<file path="src/hdl/exec_pkg.sv">
`default_nettype none

package exec_pkg;

  // Operations that the decoder hands to this block.
  typedef enum logic [2:0] {
    no_op                 = 3'b000,
    halt_op               = 3'b001,
    return_op             = 3'b010,
    rotate_right_carry_op = 3'b011,
    literal_minus_acc_op  = 3'b100,
    file_minus_acc_op     = 3'b101
  } op_type;

  // Execution modes.
  typedef enum logic [1:0] {
    mode_run    = 2'b00,
    mode_flush  = 2'b01,
    mode_halted = 2'b10
  } mode_type;

  // Widths of the core paths.
  localparam int unsigned PC_W   = 13;
  localparam int unsigned FILE_W = 7;

  // Register byte offsets.
  localparam logic [7:0] CTRL_OFFSET    = 8'h00;
  localparam logic [7:0] STATUS_OFFSET  = 8'h04;
  localparam logic [7:0] ACC_OFFSET     = 8'h08;
  localparam logic [7:0] RETIRED_OFFSET = 8'h0C;

  // Field positions.
  localparam int unsigned CTRL_ENABLE_BIT = 0;
  localparam int unsigned CTRL_RESUME_BIT = 1;
  localparam int unsigned STAT_CARRY_BIT  = 0;
  localparam int unsigned STAT_NIBBLE_BIT = 1;
  localparam int unsigned STAT_ZERO_BIT   = 2;
  localparam int unsigned STAT_PD_BIT     = 3;
  localparam int unsigned STAT_EXPIRY_BIT = 4;
  localparam int unsigned STAT_HALTED_BIT = 5;

  // Values after reset.
  localparam logic [7:0]  ACC_RESET       = 8'h00;
  localparam logic        ENABLE_RESET    = 1'b1;
  localparam logic        STATUS_N_RESET  = 1'b1;
  localparam logic [15:0] RETIRED_RESET   = 16'h0000;

  // Bus answers.
  localparam logic [1:0] RESP_OKAY   = 2'b00;
  localparam logic [1:0] RESP_SLVERR = 2'b10;

endpackage

`default_nettype wire

</file>
<file path="src/hdl/alu_if.sv">
`timescale 1ns/10ps
`default_nettype none

// Operands and results between the sequencer and the arithmetic unit.
interface alu_if;
  exec_pkg::op_type op;
  logic [7:0]       operand;
  logic [7:0]       acc;
  logic             carry_in;
  logic [7:0]       result;
  logic             carry_out;
  logic             nib_out;
  logic             zero_out;

  modport calc (
    input  op, operand, acc, carry_in,
    output result, carry_out, nib_out, zero_out
  );
  modport user (
    output op, operand, acc, carry_in,
    input  result, carry_out, nib_out, zero_out
  );
endinterface

`default_nettype wire

</file>
<file path="src/hdl/exec_alu.sv">
`timescale 1ns/10ps
`default_nettype none

module exec_alu (
  // Operand and result bundle.
  alu_if.calc p
);

  logic [8:0] diff;
  logic [4:0] low;

  // Subtraction adds the inverted accumulator plus one, so carries are not-borrows.
  assign diff = {1'b0, p.operand} + {1'b0, ~p.acc} + 9'h001;
  assign low  = {1'b0, p.operand[3:0]} + {1'b0, ~p.acc[3:0]} + 5'h01;

  // Rotation passes the old carry into bit 7; everything else takes the difference.
  always_comb begin
    if (p.op == exec_pkg::rotate_right_carry_op) begin
      p.result    = {p.carry_in, p.operand[7:1]};
      p.carry_out = p.operand[0];
    end else begin
      p.result    = diff[7:0];
      p.carry_out = diff[8];
    end
    p.nib_out  = low[4];
    p.zero_out = (diff[7:0] == 8'h00);
  end

endmodule

`default_nettype wire

</file>
<file path="src/hdl/cpu_exec_sleep_ret_rot_sub.sv">
// Operation
// RULE1: Halt clears watchdog counter and prescaler.
// RULE2: Halt sets expiry bit, clears powerdown bit.
// RULE3: Halt stops oscillator; no further instructions.
// RULE4: Return pops stack into PC, flags unchanged.
// RULE5: Return takes two cycles, discarding fetched word.
// RULE6: Rotate right through carry; only carry changes.
// RULE7: Rotate destination zero accumulator, one file.
// RULE8: Literal minus accumulator into accumulator.
// RULE9: File minus accumulator, two's complement.
// RULE10: File subtract destination zero accumulator, one file.
// RULE11: Subtracts set carry, nibble borrow, zero.
// RULE12: Rotate and file subtract: one cycle.
//
// Added by the designer: register access over AXI4-Lite and the placing of the registers.
`timescale 1ns/10ps
`default_nettype none

module cpu_exec_sleep_ret_rot_sub (
  // Clock and reset.
  input  wire logic                     clk,
  input  wire logic                     reset_n,
  // Instruction issue.
  input  wire logic                     issue_valid,
  input  wire exec_pkg::op_type         issue_op,
  input  wire logic [6:0]               issue_file_addr,
  input  wire logic                     issue_dest,
  input  wire logic [7:0]               issue_literal,
  input  wire logic [7:0]               issue_file_data,
  output logic                          issue_ready,
  // Core state.
  output logic [7:0]                    acc_out,
  output logic                          carry_flag,
  output logic                          nibble_borrow_flag,
  output logic                          zero_flag,
  output logic                          expiry_status_bit,
  output logic                          powerdown_status_bit,
  // File register write port.
  output logic                          file_wr_en,
  output logic [6:0]                    file_wr_addr,
  output logic [7:0]                    file_wr_data,
  // Return stack and program counter.
  input  wire logic [12:0]              stack_top,
  output logic                          stack_pop,
  output logic                          pc_load,
  output logic [12:0]                   pc_value,
  output logic                          flush_fetch,
  // Watchdog and oscillator.
  output logic                          watchdog_counter_clear,
  output logic                          watchdog_prescaler_clear,
  output logic                          osc_stop,
  // AXI4-Lite slave.
  input  wire logic [7:0]               awaddr,
  input  wire logic                     awvalid,
  output logic                          awready,
  input  wire logic [31:0]              wdata,
  input  wire logic [3:0]               wstrb,
  input  wire logic                     wvalid,
  output logic                          wready,
  output logic [1:0]                    bresp,
  output logic                          bvalid,
  input  wire logic                     bready,
  input  wire logic [7:0]               araddr,
  input  wire logic                     arvalid,
  output logic                          arready,
  output logic [31:0]                   rdata,
  output logic [1:0]                    rresp,
  output logic                          rvalid,
  input  wire logic                     rready
);

  ////////////////////////////////////////////////////////////////////////////
  // State.
  typedef struct packed {
    exec_pkg::mode_type mode;
    logic [7:0]         acc;
    logic               carry;
    logic               nib;
    logic               zero;
    logic               expiry;
    logic               pd;
    logic               file_we;
    logic [6:0]         file_waddr;
    logic [7:0]         file_wdata;
    logic               pc_load;
    logic               pop;
    logic [12:0]        pc_value;
    logic               flush;
    logic               wdt_clr;
    logic               enable;
    logic [15:0]        retired;
    logic               aw_got;
    logic               w_got;
    logic [7:0]         waddr;
    logic [31:0]        wword;
    logic [3:0]         wmask;
    logic               bvalid;
    logic [1:0]         bresp;
    logic               rvalid;
    logic [1:0]         rresp;
    logic [31:0]        rdata;
  } state_type;
  state_type st_r;
  state_type st_nxt;
  logic      fire;
  alu_if     alu ();
  // Decodes a register offset to whether it is mapped.
  function automatic logic mapped(input logic [7:0] a);
    logic hit;
    hit = 1'b0;
    if (a == exec_pkg::CTRL_OFFSET) begin
      hit = 1'b1;
    end else if (a == exec_pkg::STATUS_OFFSET) begin
      hit = 1'b1;
    end else if (a == exec_pkg::ACC_OFFSET) begin
      hit = 1'b1;
    end else if (a == exec_pkg::RETIRED_OFFSET) begin
      hit = 1'b1;
    end
    return hit;
  endfunction

  ////////////////////////////////////////////////////////////////////////////
  // Arithmetic unit.
  // The literal is the operand only for the literal subtract.
  assign alu.op       = issue_op;
  assign alu.operand  = (issue_op == exec_pkg::literal_minus_acc_op) ?
                        issue_literal : issue_file_data;
  assign alu.acc      = st_r.acc;
  assign alu.carry_in = st_r.carry;

  exec_alu u_alu (
    .p (alu.calc)
  );

  ////////////////////////////////////////////////////////////////////////////
  // Handshakes.
  // A halted core or a flush cycle refuses issue; software may also gate it.
  assign issue_ready = (st_r.mode == exec_pkg::mode_run) && st_r.enable;
  assign fire        = issue_valid && issue_ready;
  assign awready     = !st_r.aw_got && !st_r.bvalid;
  assign wready      = !st_r.w_got && !st_r.bvalid;
  assign arready     = !st_r.rvalid;

  ////////////////////////////////////////////////////////////////////////////
  // Next state.
  // One pass computes the whole next state; pulses fall back to zero each cycle.
  always_comb begin
    st_nxt         = st_r;
    st_nxt.file_we = 1'b0;
    st_nxt.pc_load = 1'b0;
    st_nxt.pop     = 1'b0;
    st_nxt.flush   = 1'b0;
    st_nxt.wdt_clr = 1'b0;

    // The discard cycle lasts exactly one cycle.
    if (st_r.mode == exec_pkg::mode_flush) begin
      st_nxt.mode = exec_pkg::mode_run; // RULE5
    end

    if (fire) begin
      st_nxt.retired = st_r.retired + 16'h0001;
      case (issue_op)
        exec_pkg::halt_op: begin
          st_nxt.wdt_clr = 1'b1; // RULE1
          st_nxt.expiry  = 1'b1; // RULE2
          st_nxt.pd      = 1'b0; // RULE2
          st_nxt.mode    = exec_pkg::mode_halted; // RULE3
        end
        exec_pkg::return_op: begin
          st_nxt.pc_load  = 1'b1; // RULE4
          st_nxt.pop      = 1'b1; // RULE4
          st_nxt.pc_value = stack_top; // RULE4
          st_nxt.flush    = 1'b1; // RULE5
          st_nxt.mode     = exec_pkg::mode_flush; // RULE5
        end
        exec_pkg::rotate_right_carry_op: begin
          st_nxt.carry = alu.carry_out; // RULE6
          if (issue_dest) begin
            st_nxt.file_we    = 1'b1; // RULE7
            st_nxt.file_waddr = issue_file_addr; // RULE12
            st_nxt.file_wdata = alu.result;
          end else begin
            st_nxt.acc = alu.result; // RULE7
          end
        end
        exec_pkg::literal_minus_acc_op: begin
          st_nxt.acc   = alu.result; // RULE8
          st_nxt.carry = alu.carry_out; // RULE11
          st_nxt.nib   = alu.nib_out; // RULE11
          st_nxt.zero  = alu.zero_out; // RULE11
        end
        exec_pkg::file_minus_acc_op: begin
          st_nxt.carry = alu.carry_out; // RULE11
          st_nxt.nib   = alu.nib_out; // RULE11
          st_nxt.zero  = alu.zero_out; // RULE11
          if (issue_dest) begin
            st_nxt.file_we    = 1'b1; // RULE10
            st_nxt.file_waddr = issue_file_addr; // RULE12
            st_nxt.file_wdata = alu.result; // RULE9
          end else begin
            st_nxt.acc = alu.result; // RULE10
          end
        end
        default: begin
        end
      endcase
    end

    // Address and data are caught in either order.
    if (awvalid && awready) begin
      st_nxt.aw_got = 1'b1;
      st_nxt.waddr  = awaddr;
    end
    if (wvalid && wready) begin
      st_nxt.w_got = 1'b1;
      st_nxt.wword = wdata;
      st_nxt.wmask = wstrb;
    end

    // A write completes one cycle after both halves are held.
    if (st_r.aw_got && st_r.w_got) begin
      st_nxt.aw_got = 1'b0;
      st_nxt.w_got  = 1'b0;
      st_nxt.bvalid = 1'b1;
      st_nxt.bresp  = mapped(st_r.waddr) ? exec_pkg::RESP_OKAY :
                      exec_pkg::RESP_SLVERR;
      if (st_r.waddr == exec_pkg::CTRL_OFFSET && st_r.wmask[0]) begin
        st_nxt.enable = st_r.wword[exec_pkg::CTRL_ENABLE_BIT];
        // Resume is the only way out of halt here; wake logic sits outside.
        if (st_r.wword[exec_pkg::CTRL_RESUME_BIT] &&
            st_r.mode == exec_pkg::mode_halted) begin
          st_nxt.mode = exec_pkg::mode_run;
        end
      end
    end else if (st_r.bvalid && bready) begin
      st_nxt.bvalid = 1'b0;
    end

    // Reads answer one cycle after the address is taken.
    if (arvalid && arready) begin
      st_nxt.rvalid = 1'b1;
      st_nxt.rresp  = mapped(araddr) ? exec_pkg::RESP_OKAY :
                      exec_pkg::RESP_SLVERR;
      st_nxt.rdata  = 32'h0000_0000;
      if (araddr == exec_pkg::CTRL_OFFSET) begin
        st_nxt.rdata[exec_pkg::CTRL_ENABLE_BIT] = st_r.enable;
      end else if (araddr == exec_pkg::STATUS_OFFSET) begin
        st_nxt.rdata[exec_pkg::STAT_CARRY_BIT]  = st_r.carry;
        st_nxt.rdata[exec_pkg::STAT_NIBBLE_BIT] = st_r.nib;
        st_nxt.rdata[exec_pkg::STAT_ZERO_BIT]   = st_r.zero;
        st_nxt.rdata[exec_pkg::STAT_PD_BIT]     = st_r.pd;
        st_nxt.rdata[exec_pkg::STAT_EXPIRY_BIT] = st_r.expiry;
        st_nxt.rdata[exec_pkg::STAT_HALTED_BIT] =
          (st_r.mode == exec_pkg::mode_halted);
      end else if (araddr == exec_pkg::ACC_OFFSET) begin
        st_nxt.rdata[7:0] = st_r.acc;
      end else if (araddr == exec_pkg::RETIRED_OFFSET) begin
        st_nxt.rdata[15:0] = st_r.retired;
      end
    end else if (st_r.rvalid && rready) begin
      st_nxt.rvalid = 1'b0;
    end
  end

  ////////////////////////////////////////////////////////////////////////////
  // Registers.
  // Active-low status bits power up high, as after a cold start.
  always_ff @(posedge clk or negedge reset_n) begin
    if (!reset_n) begin
      st_r         <= '0;
      st_r.mode    <= exec_pkg::mode_run;
      st_r.acc     <= exec_pkg::ACC_RESET;
      st_r.expiry  <= exec_pkg::STATUS_N_RESET;
      st_r.pd      <= exec_pkg::STATUS_N_RESET;
      st_r.enable  <= exec_pkg::ENABLE_RESET;
      st_r.retired <= exec_pkg::RETIRED_RESET;
    end else begin
      st_r <= st_nxt;
    end
  end

  ////////////////////////////////////////////////////////////////////////////
  // Outputs.
  // Both watchdog clears share one pulse so they can never drift apart.
  assign acc_out                  = st_r.acc;
  assign carry_flag               = st_r.carry;
  assign nibble_borrow_flag       = st_r.nib;
  assign zero_flag                = st_r.zero;
  assign expiry_status_bit        = st_r.expiry;
  assign powerdown_status_bit     = st_r.pd;
  assign file_wr_en               = st_r.file_we;
  assign file_wr_addr             = st_r.file_waddr;
  assign file_wr_data             = st_r.file_wdata;
  assign stack_pop                = st_r.pop;
  assign pc_load                  = st_r.pc_load;
  assign pc_value                 = st_r.pc_value;
  assign flush_fetch              = st_r.flush;
  assign watchdog_counter_clear   = st_r.wdt_clr; // RULE1
  assign watchdog_prescaler_clear = st_r.wdt_clr; // RULE1
  assign osc_stop                 = (st_r.mode == exec_pkg::mode_halted); // RULE3
  assign bvalid                   = st_r.bvalid;
  assign bresp                    = st_r.bresp;
  assign rvalid                   = st_r.rvalid;
  assign rresp                    = st_r.rresp;
  assign rdata                    = st_r.rdata;

  ////////////////////////////////////////////////////////////////////////////
  // Checks.
  halt_wdt_clear_a: assert property (@(posedge clk) disable iff (!reset_n) // RULE1
    fire && issue_op == exec_pkg::halt_op |=>
      watchdog_counter_clear && watchdog_prescaler_clear ##1
      !watchdog_counter_clear)
    else $error("halt did not clear the watchdog for one cycle");
  halt_status_bits_a: assert property (@(posedge clk) disable iff (!reset_n) // RULE2
    fire && issue_op == exec_pkg::halt_op |=>
      expiry_status_bit && !powerdown_status_bit)
    else $error("halt left wrong status bits");
  halt_stops_core_a: assert property (@(posedge clk) disable iff (!reset_n) // RULE3
    fire && issue_op == exec_pkg::halt_op |=>
      (osc_stop && !issue_ready)[*3])
    else $error("core ran on after halt");
  return_pc_load_a: assert property (@(posedge clk) disable iff (!reset_n) // RULE4
    fire && issue_op == exec_pkg::return_op |=>
      pc_load && stack_pop && pc_value == $past(stack_top) &&
      $stable({carry_flag, nibble_borrow_flag, zero_flag}))
    else $error("return did not load the stack top");
  return_two_cycle_a: assert property (@(posedge clk) disable iff (!reset_n) // RULE5
    fire && issue_op == exec_pkg::return_op |=>
      flush_fetch && !issue_ready ##1 !flush_fetch)
    else $error("return did not take a discard cycle");
  rotate_carry_a: assert property (@(posedge clk) disable iff (!reset_n) // RULE6
    fire && issue_op == exec_pkg::rotate_right_carry_op |=>
      carry_flag == $past(issue_file_data[0]) &&
      $stable({nibble_borrow_flag, zero_flag}))
    else $error("rotate moved the wrong carry");
  rotate_dest_a: assert property (@(posedge clk) disable iff (!reset_n) // RULE7
    fire && issue_op == exec_pkg::rotate_right_carry_op |=>
      (file_wr_en ? file_wr_data : acc_out) ==
      {$past(carry_flag), $past(issue_file_data[7:1])} &&
      file_wr_en == $past(issue_dest))
    else $error("rotate result misplaced");
  literal_sub_a: assert property (@(posedge clk) disable iff (!reset_n) // RULE8
    fire && issue_op == exec_pkg::literal_minus_acc_op |=>
      acc_out == 8'($past(issue_literal) - $past(acc_out)) && !file_wr_en)
    else $error("literal subtract wrong");
  file_sub_dest_a: assert property (@(posedge clk) disable iff (!reset_n) // RULE10
    fire && issue_op == exec_pkg::file_minus_acc_op && issue_dest |=>
      file_wr_en && file_wr_addr == $past(issue_file_addr) &&
      file_wr_data == 8'($past(issue_file_data) - $past(acc_out))) // RULE9
    else $error("file subtract write-back wrong");
  sub_flags_a: assert property (@(posedge clk) disable iff (!reset_n) // RULE11
    fire && (issue_op == exec_pkg::file_minus_acc_op ||
             issue_op == exec_pkg::literal_minus_acc_op) |=>
      carry_flag == ($past(alu.operand) >= $past(acc_out)) &&
      nibble_borrow_flag == ($past(alu.operand[3:0]) >= $past(acc_out[3:0])) &&
      zero_flag == ($past(alu.operand) == $past(acc_out)))
    else $error("subtract flags wrong");
  single_cycle_a: assert property (@(posedge clk) disable iff (!reset_n) // RULE12
    fire && (issue_op == exec_pkg::rotate_right_carry_op ||
             issue_op == exec_pkg::file_minus_acc_op) |=>
      st_r.mode == exec_pkg::mode_run && !flush_fetch)
    else $error("one-cycle operation stalled");

endmodule

`default_nettype wire

</file>
<file path="config.mk">
export PLATFORM = sky130hd
export DESIGN_NAME = cpu_exec_sleep_ret_rot_sub
export DESIGN_NICKNAME = d
export VERILOG_FILES = /design/src/hdl/exec_pkg.sv /design/src/hdl/alu_if.sv /design/src/hdl/exec_alu.sv /design/src/hdl/cpu_exec_sleep_ret_rot_sub.sv
export SDC_FILE = /design/constraint.sdc
export NUM_CORES = 1
export LEC_CHECK = 0
export BUFFER_PORTS_ARGS = -buffer_cell sky130_fd_sc_hd__buf_2
export CORE_UTILIZATION = 45
export CTS_BUF_LIST = sky130_fd_sc_hd__clkbuf_8 sky130_fd_sc_hd__clkbuf_16
export CTS_CLUSTER_DIAMETER = 50
export CTS_CLUSTER_SIZE = 30
export DETAILED_ROUTE_END_ITERATION = 12
export PLACE_DENSITY_LB_ADDON = 0.15
export SLEW_MARGIN = 25
export SYNTH_ARGS = -nofsm -noshare
export SYNTH_HDL_FRONTEND = slang
export SYNTH_HIERARCHICAL = 1
export SYNTH_SLANG_ARGS = --single-unit
</file>
<file path="constraint.sdc">
create_clock -name clk -period 2.9 [get_ports clk]
set_input_delay 0.29 -clock clk [delete_from_list [all_inputs] [get_ports clk]]
set_output_delay 0.29 -clock clk [all_outputs]
set_load 0.02 [all_outputs]
</file>
; Yosys cells after proc, flatten, opt, wreduce, memory -nomap -nowiden
; Cells that the tools add are included.
[classes]
n_addsub = 5
n_mux = 43
eq_ne = 14
bitwise_logic = 2
reduce_logical = 34
[ops]
columns = cell, n
row1 = 16-bit 2-to-1 mux, 4
row2 = 48-bit 2-to-1 mux, 1
row3 = 8-bit 2-to-1 mux, 5
row4 = "8-bit by 4-bit equality test with 1-bit output, second input constant", 4
row5 = 8-bit zero test, 3
row6 = 1-bit 2-to-1 mux, 20
row7 = 9-bit one-hot mux with 2 select lines, 1
row8 = "16-bit by 1-bit adder with 16-bit output, second input constant", 1
row9 = "8-bit by 3-bit equality test with 1-bit output, second input constant", 2
row10 = 2-bit 2-to-1 mux, 8
row11 = 15-bit 2-to-1 mux, 1
row12 = 1-bit logical AND, 12
row13 = 10-bit 2-to-1 mux, 1
row14 = 2-bit AND reduction, 5
row15 = 2-bit nonzero test, 5
row16 = 8-bit by 8-bit adder with 9-bit output, 1
row17 = "9-bit by 1-bit adder with 9-bit output, second input constant", 1
row18 = 8-bit inverter, 1
row19 = "3-bit by 2-bit equality test with 1-bit output, second input constant", 2
row20 = "3-bit equality test, second input constant", 2
row21 = 6-bit 2-to-1 mux, 1
row22 = 3-bit AND reduction, 2
row23 = 4-bit by 4-bit adder with 5-bit output, 1
row24 = "5-bit by 1-bit adder with 5-bit output, second input constant", 1
row25 = other kinds (9), 13
[totals]
ff_bits = 99
out_inout_bits = 90

; Depth between registers and ports, before layout
; Gate-level depths: netlist (run 1).
[logic_depth]
ltp_word = 11
ltp_mapped = 13

; Modules after synthesis
; Netlist (run 1), hierarchy kept.
[by_module_without_submodules]
columns = mod, n_inst, area_each_um2, cells_per_inst
row1 = cpu_exec_sleep_ret_rot_sub, 1, 4526.8, 382
row2 = exec_alu, 1, 505.5, 79

; Worst setup path before layout (run 1)
; No wires, ideal clock.
[synth_timing]
path_type = input-to-reg
from = in issue_op[1]
to = reg acc_out[6] (netlist name)
t_arrival_ns = 2.766
n_path_buf = 0
setup_time_ns = 0.128
path_slack_ns = 0.006
cell_stages = 12
path_cell_list = nand2b_1 nor2_1 mux2_1 inv_1 ha_1 fa_1 nand2b_1 a21oi_1 nor4_1 a311oi_1 o21ai_1 mux2_1
[synth_between]
elab_chain_len = 7
[synth_rtl]
columns = element, line_no
row1 = start: declaration, cpu_exec_sleep_ret_rot_sub.sv:25  ; input wire exec_pkg::op_type issue_op,
row2 = 3-bit equality test (*), cpu_exec_sleep_ret_rot_sub.sv:127  ; assign alu.operand = (issue_op == exec_pkg::literal_minus_acc_op) ?
row3 = 8-bit 2-to-1 mux (*), cpu_exec_sleep_ret_rot_sub.sv:127
row4 = net alu.operand[0], alu_if.sv:7  ; logic [7:0] operand;
row5 = 8-bit by 8-bit adder with 9-bit output (*), exec_alu.sv:13  ; assign diff = {1'b0, p.operand} + {1'b0, ~p.acc} + 9'h001;
row6 = 9-bit by 1-bit adder with 9-bit output (*), exec_alu.sv:13
row7 = 8-bit 2-to-1 mux (*), exec_alu.sv:18  ; if (p.op == exec_pkg::rotate_right_carry_op) begin
row8 = net alu.result[6], alu_if.sv:10  ; logic [7:0] result;
row9 = 8-bit 2-to-1 mux, "cpu_exec_sleep_ret_rot_sub.sv:179, cpu_exec_sleep_ret_rot_sub.sv:197"
row10 = 9-bit one-hot mux with 2 select lines (*), cpu_exec_sleep_ret_rot_sub.sv:163  ; case (issue_op)
; The timed path passes the listed nets; every way through them passes the cells marked *. The select of a mux whose other input is x is not followed.
; A chain may end at the register's enable or synchronous reset.

; Final worst setup path (run 1)
[layout_timing]
from = in issue_op[1]
to = reg st_r (netlist bit file_wr_data[5])
[layout_between]
elab_chain_len = 5
[layout_rtl]
columns = element, line_no
row1 = 3-bit equality test, cpu_exec_sleep_ret_rot_sub.sv:127
row2 = 8-bit 2-to-1 mux, cpu_exec_sleep_ret_rot_sub.sv:127
row3 = net alu.operand[1], alu_if.sv:7
row4 = 8-bit by 8-bit adder with 9-bit output, exec_alu.sv:13
row5 = 9-bit by 1-bit adder with 9-bit output, exec_alu.sv:13
row6 = 8-bit 2-to-1 mux, exec_alu.sv:18
row7 = net alu.result[5], alu_if.sv:10
row8 = end signal: assignment, cpu_exec_sleep_ret_rot_sub.sv:279  ; st_r <= st_nxt;
row9 = end: declaration, cpu_exec_sleep_ret_rot_sub.sv:103  ; state_type st_r;
; The timed path passes the listed nets, and every way through them passes these cells.

==> impl_metrics.env, run 1 <==
export IMPL_antenna_found_initial=0
export IMPL_syn_avg_cell_area_um2=10.92
export IMPL_cp_cell_sequence="buf_2 > nand2b_1 > nor2_1 > buf_4 > mux2_1 > buf_4 > ha_1 > nand2b_1 > a21oi_1 > o21a_1 > o21a_1 > o31ai_1 > buf_4 > mux2_1"
export IMPL_ys_types=56
export IMPL_hold_path_depth=2
export IMPL_p_per_area_nw_per_um2=571.6
export IMPL_syn_area_um2=5032
export IMPL_wl_per_cell_um=14.81
export IMPL_synth_largest_area_cell="dfrtp_1"
export IMPL_fillCellCount=1002
export IMPL_critPathMaxStageDelay_ns=0.41
export IMPL_cts_buffers=9
export IMPL_die_w_um=107.8
export IMPL_drt_iter0_drc=122
export IMPL_yosys_top_cells_area="dfrtp_1, mux2_1, buf_4"
export IMPL_grt_max_degree=53
export IMPL_whs_ns=0.09594
export IMPL_grt_pass1_wl_um=17370
export IMPL_min_period_over_period=0.9488
export IMPL_async_reset_ff_frac=1.000
export IMPL_hold_path_class="input port to flip-flop"
export IMPL_htree_levels=3
export IMPL_r2r_cells=8
export IMPL_numClockSinks=95
export IMPL_start_kind="input port"
export IMPL_firstDrtPassIters=4
export IMPL_crit_arrival_ns=3.05
export IMPL_post_place_ws_ns=-0.1836
export IMPL_path_max_fanout=7
export IMPL_drv_cap=0
export IMPL_drc=0
export IMPL_fin_skew_ns=0.007152
export IMPL_crit_slowest_cell="o31ai_1"
export IMPL_cp_required_ns=3.20
export IMPL_cts_buffer_depth=2
export IMPL_cts_resized=0
export IMPL_synth_seq_cells=95
export IMPL_cts_setup_buffers=0
export IMPL_initial_core_util=0.4622
export IMPL_synth_enable_flop_cells=0
export IMPL_synth_ff_type="dfrtp_1"
export IMPL_cts_tree="built"
export IMPL_ant_nets=0
export IMPL_tightest_slew_ns=0.7277
export IMPL_period_needed_ns=2.752
export IMPL_setup_ws_ns=0.1484
export IMPL_clkLatencyLatePin_ns=0.35
export IMPL_leakagePower_nw=3.101
export IMPL_n_antenna_cell=0
export IMPL_synth_top_area_frac=0.4625
export IMPL_r2r_slack_ns=0.39
export IMPL_worstSetupEndpointType="flip-flop"
export IMPL_synth_warnings=6
export IMPL_via_count=3500
export IMPL_cp_common_cell="buf_4"
export IMPL_path_class="input port to flip-flop"
export IMPL_synthToLayoutAreaGrowth_pct=15.54
export IMPL_place_congestion=0.8748
export IMPL_yosysSeqAreaShare=0.4729
export IMPL_grt_overflow=0
export IMPL_root_buffer="clkbuf_8"
export IMPL_routed_wl_um=10620
export IMPL_core_um2=10890
export IMPL_grt_usage=0.1950
export IMPL_status="finished clean"
export IMPL_clk_pin_slew_worst_paths_ns=0.10
export IMPL_layout_drive_gt1_share=0.3536
export IMPL_nets=682
export IMPL_row_count=38
export IMPL_die_h_um=107.8
export IMPL_portBuffers=137
export IMPL_slew_violations=0
export IMPL_slew_limit_headroom=0.5148
export IMPL_clock_fmax_mhz=363.4
export IMPL_viasPerCell=4.881
export IMPL_grt_pass1_vias=3493
export IMPL_irDropWorstVdd_v=0.0003623
export IMPL_io_pins=190
export IMPL_finalHoldViolations=0
export IMPL_rsz0062_at_grt="false"
export IMPL_dp_hpwl_um=8399
export IMPL_setup_viol=0
export IMPL_die_area_um2=11610
export IMPL_synthCells=461
==> path summary, 6_finish.rpt <==
| check | end | startpoint |
|---|---|---|
| worst max-delay path | file_wr_data[5] | issue_op[1] |
| worst min-delay path | bvalid | bready |
| worst max register to register | file_wr_data[6] | acc_out[0] |
| worst min register to register | st_r[148] | st_r[43] |
| max in group asynchronous | powerdown_status_bit | reset_n |
| min in group asynchronous | pc_value[8] | reset_n |
==> worst max-delay path: cells and delay by family <==
kind / cells / cell delay (ns)
AOI/OAI and AO/OA: 4 / 0.96
adders and majority gates: 1 / 0.29
buffers and inverters: 4 / 0.66
muxes: 2 / 0.47
and+or+nand+nor: 3 / 0.39
==> Yosys cell counts (all sizes together) (4+ instances only) <==
cell type / n
dfrtp: 93
buf: 78
mux2: 59
nand2: 34
nor2: 23
inv: 20
o21ai: 16
xnor2: 15
a21oi: 11
clkbuf: 10
nand3: 10
ha: 9
a22o: 8
mux2i: 5
nand2b: 5
nand4: 5
nor2b: 5
o21a: 4
==> power by group <==
part | total [mW] | internal [mW] | leakage (nW) | switching [mW]
logic | 0.842 | 0.376 | 1.73 | 0.466
registers | 1.59 | 1.48 | 1.27 | 0.111
clock network | 0.893 | 0.409 | 0.0982 | 0.484
total | 3.32 | 2.26 | 3.10 | 1.06
==> routing by layer <==
layer  track usage  up-vias  wire, um
li1              -     1697         -
met1        0.2634     1676      4968
met2        0.3214      122      4997
met3       0.04722        5       605
met4       0.03229        0        48
met5             0        -         0
==> logic make-up after synthesis <==
family | count (synthesis) | share of synthesized area
xor gates and xnor gates | 18 | 0.03133
muxes | 65 | 0.1464
AOI/OAI and AO/OA | 56 | 0.07534
DFF | 95 | 0.4729
buffers and inverters | 110 | 0.1392
and+or+nand+nor | 105 | 0.1069
other | 2 | 0.001492
adders and majority gates | 10 | 0.02636
==> cell type report <==
class	instances	area (um2)	share of cell area
tap	140	175.2	0.03013
clock buffer	9	123.9	0.02130
timing repair buffer	171	958.4	0.1648
inverter	22	82.58	0.01420
sequential	95	2380	0.4093
multi-input combinational	273	2016	0.3467
clock inverter	7	78.83	0.01356
==> repair_timing <==
action                                  in CTS  in global routing
hold buffers                                 1                  0
hold endpoints to repair                    44                  0
endpoints found under the setup margin       0                  0
==> through the flow <==
stage / total power [mW] / instance area (um2) / TNS, ns / std cells / util
floorplan: 2.176 / 5096 / 0 / 478 / -
global placement: 2.442 / 5602 / -0.1930 / 700 / 0.5145
detailed placement: 2.468 / 5602 / -0.7775 / 700 / 0.5145
CTS: 3.370 / 5814 / 0 / 717 / 0.5340
global route: 3.535 / 5814 / 0 / 717 / 0.5340
finish: 3.323 / 5814 / 0 / 717 / 0.5340
==> sequential cells by signal, summed over array words and instances, names as in the netlist <==
name	flops
acc_out	8
bresp	1
bvalid	1
carry_flag	1
file_wr_addr	7
file_wr_data	8
file_wr_en	1
flush_fetch	1
nibble_borrow_flag	1
pc_value	13
powerdown_status_bit	1
rdata	16
rresp	1
rvalid	1
st_r	32
watchdog_counter_clear	1
zero_flag	1
==> layout by cell type, fill, tap and decap left out, drive strengths merged, types with 2 or more instances in the layout <==
cell      instances
nor3b             2
clkinvlp          2
a311oi            2
a21o              2
nor4b             2
mux2             59
o21a              4
dfstp             2
dfrtp            93
nor2b             5
clkbuf            9
inv              23
a22o              8
nand3            10
nand4             5
or4               2
or3               2
mux2i             5
nor3              3
nand2b            5
conb             19
nor2             23
xnor2            15
buf             170
nor4              3
or2               3
ha                9
o211ai            2
a31oi             2
o21ai            16
and2              3
clkinv            3
xor2              3
a21oi            11
nand2            34
No activity file was read; power rests on OpenSTA's default activity.
==> inputs of run 2 (changes only) <==
--- a/config.mk
+++ b/config.mk
@@ -11,7 +11,7 @@
 export CTS_CLUSTER_DIAMETER = 50
 export CTS_CLUSTER_SIZE = 30
 export DETAILED_ROUTE_END_ITERATION = 12
-export PLACE_DENSITY_LB_ADDON = 0.15
+export PLACE_DENSITY = 0.73
 export SLEW_MARGIN = 25
 export SYNTH_ARGS = -nofsm -noshare
 export SYNTH_HDL_FRONTEND = slang
==> run 2 against run 1 <==
Effect of this change: cell count decreased by 1.4%; sequential power about the same; clock skew rose by 0.0079 ns; count of clock-buffer cells in the layout did not move; critical path type unchanged; critical endpoint is now file_wr_data[6].
==> impl_metrics.env, run 2 (synthesized netlist as in run 1, its figures left out) <==
export IMPL_final_common_cell="buf_2"
export IMPL_portBuffers=137
export IMPL_dp_hpwl_um=8184
export IMPL_largest_reg_flops=32
export IMPL_drt_iter0_drc=143
export IMPL_hold_path_class="input port to flip-flop"
export IMPL_grt_pass1_wl_um=16770
export IMPL_via_count=3511
export IMPL_htree_levels=3
export IMPL_slew_limit_headroom=0.4825
export IMPL_setup_ws_ns=0.2196
export IMPL_wl_per_cell_um=14.74
export IMPL_grt_max_degree=53
export IMPL_fillCellCount=994
export IMPL_place_congestion=0.8469
export IMPL_drc=0
export IMPL_layout_common_cells="buf_2, dfrtp_1, mux2_1"
export IMPL_worstSetupEndpointType="flip-flop"
export IMPL_status="finished clean"
export IMPL_min_period_over_period=0.9243
export IMPL_finalHoldViolations=0
export IMPL_path_max_fanout=6
export IMPL_final_util=0.5255
export IMPL_fin_skew_ns=0.01505
export IMPL_clock_fmax_mhz=373.1
export IMPL_n_antenna_cell=0
export IMPL_path_class="input port to flip-flop"
export IMPL_die_area_um2=11610
export IMPL_start_kind="input port"
export IMPL_setup_viol=0
export IMPL_cp_required_ns=3.14
export IMPL_post_place_ws_ns=-0.09962
export IMPL_cts_buffers=9
export IMPL_slew_violations=0
export IMPL_numClockSinks=95
export IMPL_grt_usage=0.1907
export IMPL_clkLatencyLatePin_ns=0.37
export IMPL_core_um2=10890
export IMPL_rsz0062_at_grt="false"
export IMPL_ant_nets=0
export IMPL_leakagePower_nw=3.053
export IMPL_nets=672
export IMPL_grt_overflow=0
export IMPL_period_needed_ns=2.680
export IMPL_die_h_um=107.8
export IMPL_worstPathBufferInverterCount=3
export IMPL_regMostFlops="st_r"
export IMPL_cts_buffer_depth=2
export IMPL_whs_ns=0.09381
export IMPL_cp_cell_sequence="buf_2 > nand2b_1 > nor2_1 > buf_4 > mux2_1 > inv_1 > ha_1 > fa_1 > nand2b_1 > a21oi_1 > nor4_1 > a311oi_1 > o21ai_1 > mux2_1"
export IMPL_initial_core_util=0.4622
export IMPL_crit_arrival_ns=2.92
export IMPL_row_count=38
export IMPL_crit_slowest_cell="fa_1"
export IMPL_layout_drive_gt1_share=0.3404
export IMPL_routed_wl_um=10420
export IMPL_clk_pin_slew_worst_paths_ns=0.10
export IMPL_die_w_um=107.8
export IMPL_grt_pass1_vias=3398
export IMPL_p_per_area_nw_per_um2=562.8
export IMPL_firstDrtPassIters=4
export IMPL_synthToLayoutAreaGrowth_pct=13.70
export IMPL_tightest_slew_ns=0.7763
export IMPL_critPathMaxStageDelay_ns=0.40
export IMPL_dpl_cell_area_um2=5527
export IMPL_viasPerCell=4.966
export IMPL_cp_top_family="compound AO/OA/AOI/OAI gates"
export IMPL_cts_tree="built"
export IMPL_fin_area_um2=5722
export IMPL_irDropWorstVdd_v=0.0003707
export IMPL_root_buffer="clkbuf_8"
export IMPL_finalPower_mw=3.220
export IMPL_drv_cap=0
export IMPL_io_pins=190
export IMPL_antenna_found_initial=0
run 2: metrics by stage:
stage | TNS (ns) | std cells
global placement | -0.09973 | 690
CTS | 0 | 707
floorplan | 0 | 478
detailed placement | -0.3397 | 690
finish | 0 | 707
global route | 0 | 707
run 2: area by class of cell:
cell class                      count  area [um2]  share of cell area
Inverter                           22       82.58             0.01443
Timing Repair Buffer              161       883.3              0.1544
Clock buffer                        9       123.9             0.02165
Multi-Input combinational cell    273        2016              0.3523
Tap cell                          140       175.2             0.03061
Clock inverter                      7       61.31             0.01072
Sequential cell                    95        2380              0.4159
run 2: what timing repair did:
action                                 CTS  global route
endpoints found under the hold margin   41             0
gates resized for setup                  0             0
hold buffers                             1             0
setup buffers                            0             0
run 2: where the power goes:
part	internal, mW	switching, mW	total (mW)	leakage [nW]
Sequential	1.48	0.113	1.59	1.27
Clock	0.330	0.497	0.827	0.0994
Combinational	0.346	0.457	0.804	1.68
run 2: path summary, 6_finish.rpt:
check                       startpoint              end  slack [ns]  cells past startpoint
hold / removal                  bready           bvalid        0.09                      2
max in group asynchronous      reset_n         st_r[93]        1.77                      3
hold reg to reg               st_r[43]        st_r[148]        0.48                      1
min in group asynchronous      reset_n  file_wr_addr[3]        0.46                      2
setup / recovery           issue_op[1]  file_wr_data[6]        0.22                     14
setup reg to reg            acc_out[0]  file_wr_data[6]        0.43                      8
run 2: layer usage:
metal | vias up | GRT usage | part of all wire
li1 | 1686 | - | -
met1 | 1660 | 0.2488 | 0.46
met2 | 147 | 0.3123 | 0.45
met3 | 18 | 0.03208 | 0.068
met4 | 0 | 0.08121 | 0.021
met5 | - | 0 | 0
run 2: worst register-to-register path: stages, from the launching register on:
cell	delay [ns]
dfrtp_1	0.45
ha_1	0.23
fa_1	0.40
nand2b_1	0.18
a21oi_1	0.22
nor4_1	0.07
a311oi_1	0.36
o21ai_1	0.13
mux2_1	0.31
==> inputs of run 3 (changes only) <==
--- a/config.mk
+++ b/config.mk
@@ -6,12 +6,14 @@
 export NUM_CORES = 1
 export LEC_CHECK = 0
 export BUFFER_PORTS_ARGS = -buffer_cell sky130_fd_sc_hd__buf_2
-export CORE_UTILIZATION = 45
+export CELL_PAD_IN_SITES_DETAIL_PLACEMENT = 1
+export CELL_PAD_IN_SITES_GLOBAL_PLACEMENT = 1
+export CORE_UTILIZATION = 37
 export CTS_BUF_LIST = sky130_fd_sc_hd__clkbuf_8 sky130_fd_sc_hd__clkbuf_16
 export CTS_CLUSTER_DIAMETER = 50
 export CTS_CLUSTER_SIZE = 30
 export DETAILED_ROUTE_END_ITERATION = 12
-export PLACE_DENSITY = 0.73
+export PLACE_DENSITY = 0.79
 export SLEW_MARGIN = 25
 export SYNTH_ARGS = -nofsm -noshare
 export SYNTH_HDL_FRONTEND = slang
==> run 3 against run 2 <==
Effect of this change: sequential power about the same; critical endpoint is now file_wr_data[5]; non-clock buffer count up 9; clock skew down 0.0083 ns; design area up 3.6%; the run now ends with hold timing left; worst setup slack worse by 0.10 ns.
==> impl_metrics.env, run 3 (synthesized netlist as in run 1, its figures left out) <==
export IMPL_regMostFlops="st_r"
export IMPL_row_count=42
export IMPL_clkLatencyLatePin_ns=0.34
export IMPL_htree_levels=3
export IMPL_leakagePower_nw=3.137
export IMPL_firstDrtPassIters=4
export IMPL_grt_overflow=0
export IMPL_die_w_um=118.6
export IMPL_grt_usage=0.1800
export IMPL_crit_slowest_cell="mux2_1"
export IMPL_drv_cap=0
export IMPL_p_per_area_nw_per_um2=601.8
export IMPL_layout_common_cells="buf_2, dfrtp_1, mux2_1"
export IMPL_place_inst=736
export IMPL_met1_length_um=5181
export IMPL_place_congestion=0.7700
export IMPL_fin_area_um2=5929
export IMPL_period_needed_ns=2.780
export IMPL_r2r_cells=8
export IMPL_post_place_ws_ns=-0.2474
export IMPL_setup_ws_ns=0.1198
export IMPL_numClockSinks=95
export IMPL_dr_max_layer_used="met4"
export IMPL_clk_pin_slew_worst_paths_ns=0.07
export IMPL_path_max_fanout=7
export IMPL_crit_path_start="issue_op[1]"
export IMPL_root_buffer="clkbuf_16"
export IMPL_viasPerCell=4.779
export IMPL_critPathMaxStageDelay_ns=0.36
export IMPL_wl_met2_um=5808
export IMPL_min_period_over_period=0.9587
export IMPL_hold_path_class="input port to asynchronous set/reset pin"
export IMPL_layout_drive_gt1_share=0.3542
export IMPL_wl_met3_um=838
export IMPL_grt_pass1_vias=3906
export IMPL_rsz0062_at_grt="false"
export IMPL_cts_setup_buffers=0
export IMPL_cts_tree="built"
export IMPL_irDropWorstVdd_v=0.0003074
export IMPL_wl_per_cell_um=15.89
export IMPL_cts_resized=0
export IMPL_path_class="input port to flip-flop"
export IMPL_drc=0
export IMPL_finalHoldViolations=11
export IMPL_slew_violations=0
export IMPL_routed_wl_um=11950
export IMPL_cts_hold_fix_buffers=0
export IMPL_die_area_um2=14070
export IMPL_critPathCapture="file_wr_data[5]"
export IMPL_dpl_cell_area_um2=5647
export IMPL_tightest_slew_ns=0.7821
export IMPL_r2r_start="acc_out[0]"
export IMPL_drt_iter0_drc=119
export IMPL_violations="hold timing"
export IMPL_largest_reg_flops=32
export IMPL_fillCellCount=1535
export IMPL_io_pins=190
export IMPL_cts_buffers=9
export IMPL_cp_required_ns=3.13
export IMPL_antenna_found_initial=0
export IMPL_fin_skew_ns=0.006759
export IMPL_n_antenna_cell=0
export IMPL_synthToLayoutAreaGrowth_pct=17.83
export IMPL_whs_ns=-0.02181
export IMPL_slew_limit_headroom=0.4786
export IMPL_initial_core_util=0.3800
export IMPL_ant_nets=0
export IMPL_nets=681
export IMPL_grt_max_degree=96
export IMPL_portBuffers=137
export IMPL_status="finished with violations"
export IMPL_crit_arrival_ns=3.01
export IMPL_cp_cell_sequence="buf_2 > nand2b_1 > nor2_1 > buf_4 > mux2_1 > ha_1 > o21ai_0 > a21oi_1 > o21a_1 > nor3_1 > o31ai_1 > buf_4 > mux2_1"
export IMPL_core_um2=13240
export IMPL_setup_viol=0
export IMPL_worstReg2RegEnd="file_wr_data[6]"
export IMPL_r2r_slack_ns=0.46
export IMPL_cts_buffer_depth=2
export IMPL_layoutNonFillerInstCount=752
export IMPL_worstSetupEndpointType="flip-flop"
export IMPL_clock_fmax_mhz=359.7
export IMPL_dp_hpwl_um=9478
export IMPL_via_count=3594
export IMPL_start_kind="input port"
export IMPL_tns_ns=0
export IMPL_grt_pass1_wl_um=19780
export IMPL_final_common_cell="buf_2"
export IMPL_die_h_um=118.6
[run 3: how the worst min path moves through the flow]
stage / start / to
2_1_floorplan: reset_n / acc_out[0]
3_3_place_gp: reset_n / pc_value[9]
3_5_place_dp: reset_n / pc_value[9]
4_1_cts: reset_n / pc_value[9]
5_1_grt: reset_n / rdata[12]
6_report: reset_n / st_r[98]
[run 3: worst max-delay path: cells and delay by family]
kind                     cells  cell delay, ns
adder cells (fa/ha/maj)      1            0.36
AO/OA/AOI/OAI                4            0.63
buffers and inverters        3            0.50
AND/OR/NAND/NOR              3            0.57
multiplexers                 2            0.64
[run 3: final cells by class]
type / instances / area [um2] / area share
clock buffers: 10 / 239.0 / 0.04030
clock inverters: 6 / 43.79 / 0.007386
inverters: 22 / 82.58 / 0.01393
multi-input cells: 273 / 2016 / 0.3399
flip-flops and latches: 95 / 2380 / 0.4013
well taps: 176 / 220.2 / 0.03714
repair buffers: 170 / 948.4 / 0.1599
[run 3: metal layers]
metal / track usage / up-vias
met2: 0.3034 / 127
li1: - / 1700
met5: 0 / -
met3: 0.05985 / 8
met1: 0.2218 / 1759
met4: 0.04193 / 0
[run 3: where the power goes]
| part | switching (mW) | internal [mW] | leakage, nW | total, mW |
|---|---|---|---|---|
| clock network | 0.511 | 0.609 | 0.139 | 1.12 |
| registers | 0.119 | 1.48 | 1.27 | 1.60 |
| logic | 0.473 | 0.377 | 1.72 | 0.850 |
[run 3: stage by stage]
stage	utilization	total power, mW
final	0.4478	3.568
after floorplan	-	2.176
after CTS	0.4478	3.624
after detailed placement	0.4264	2.492
after global routing	0.4478	3.768
after global placement	0.4264	2.436
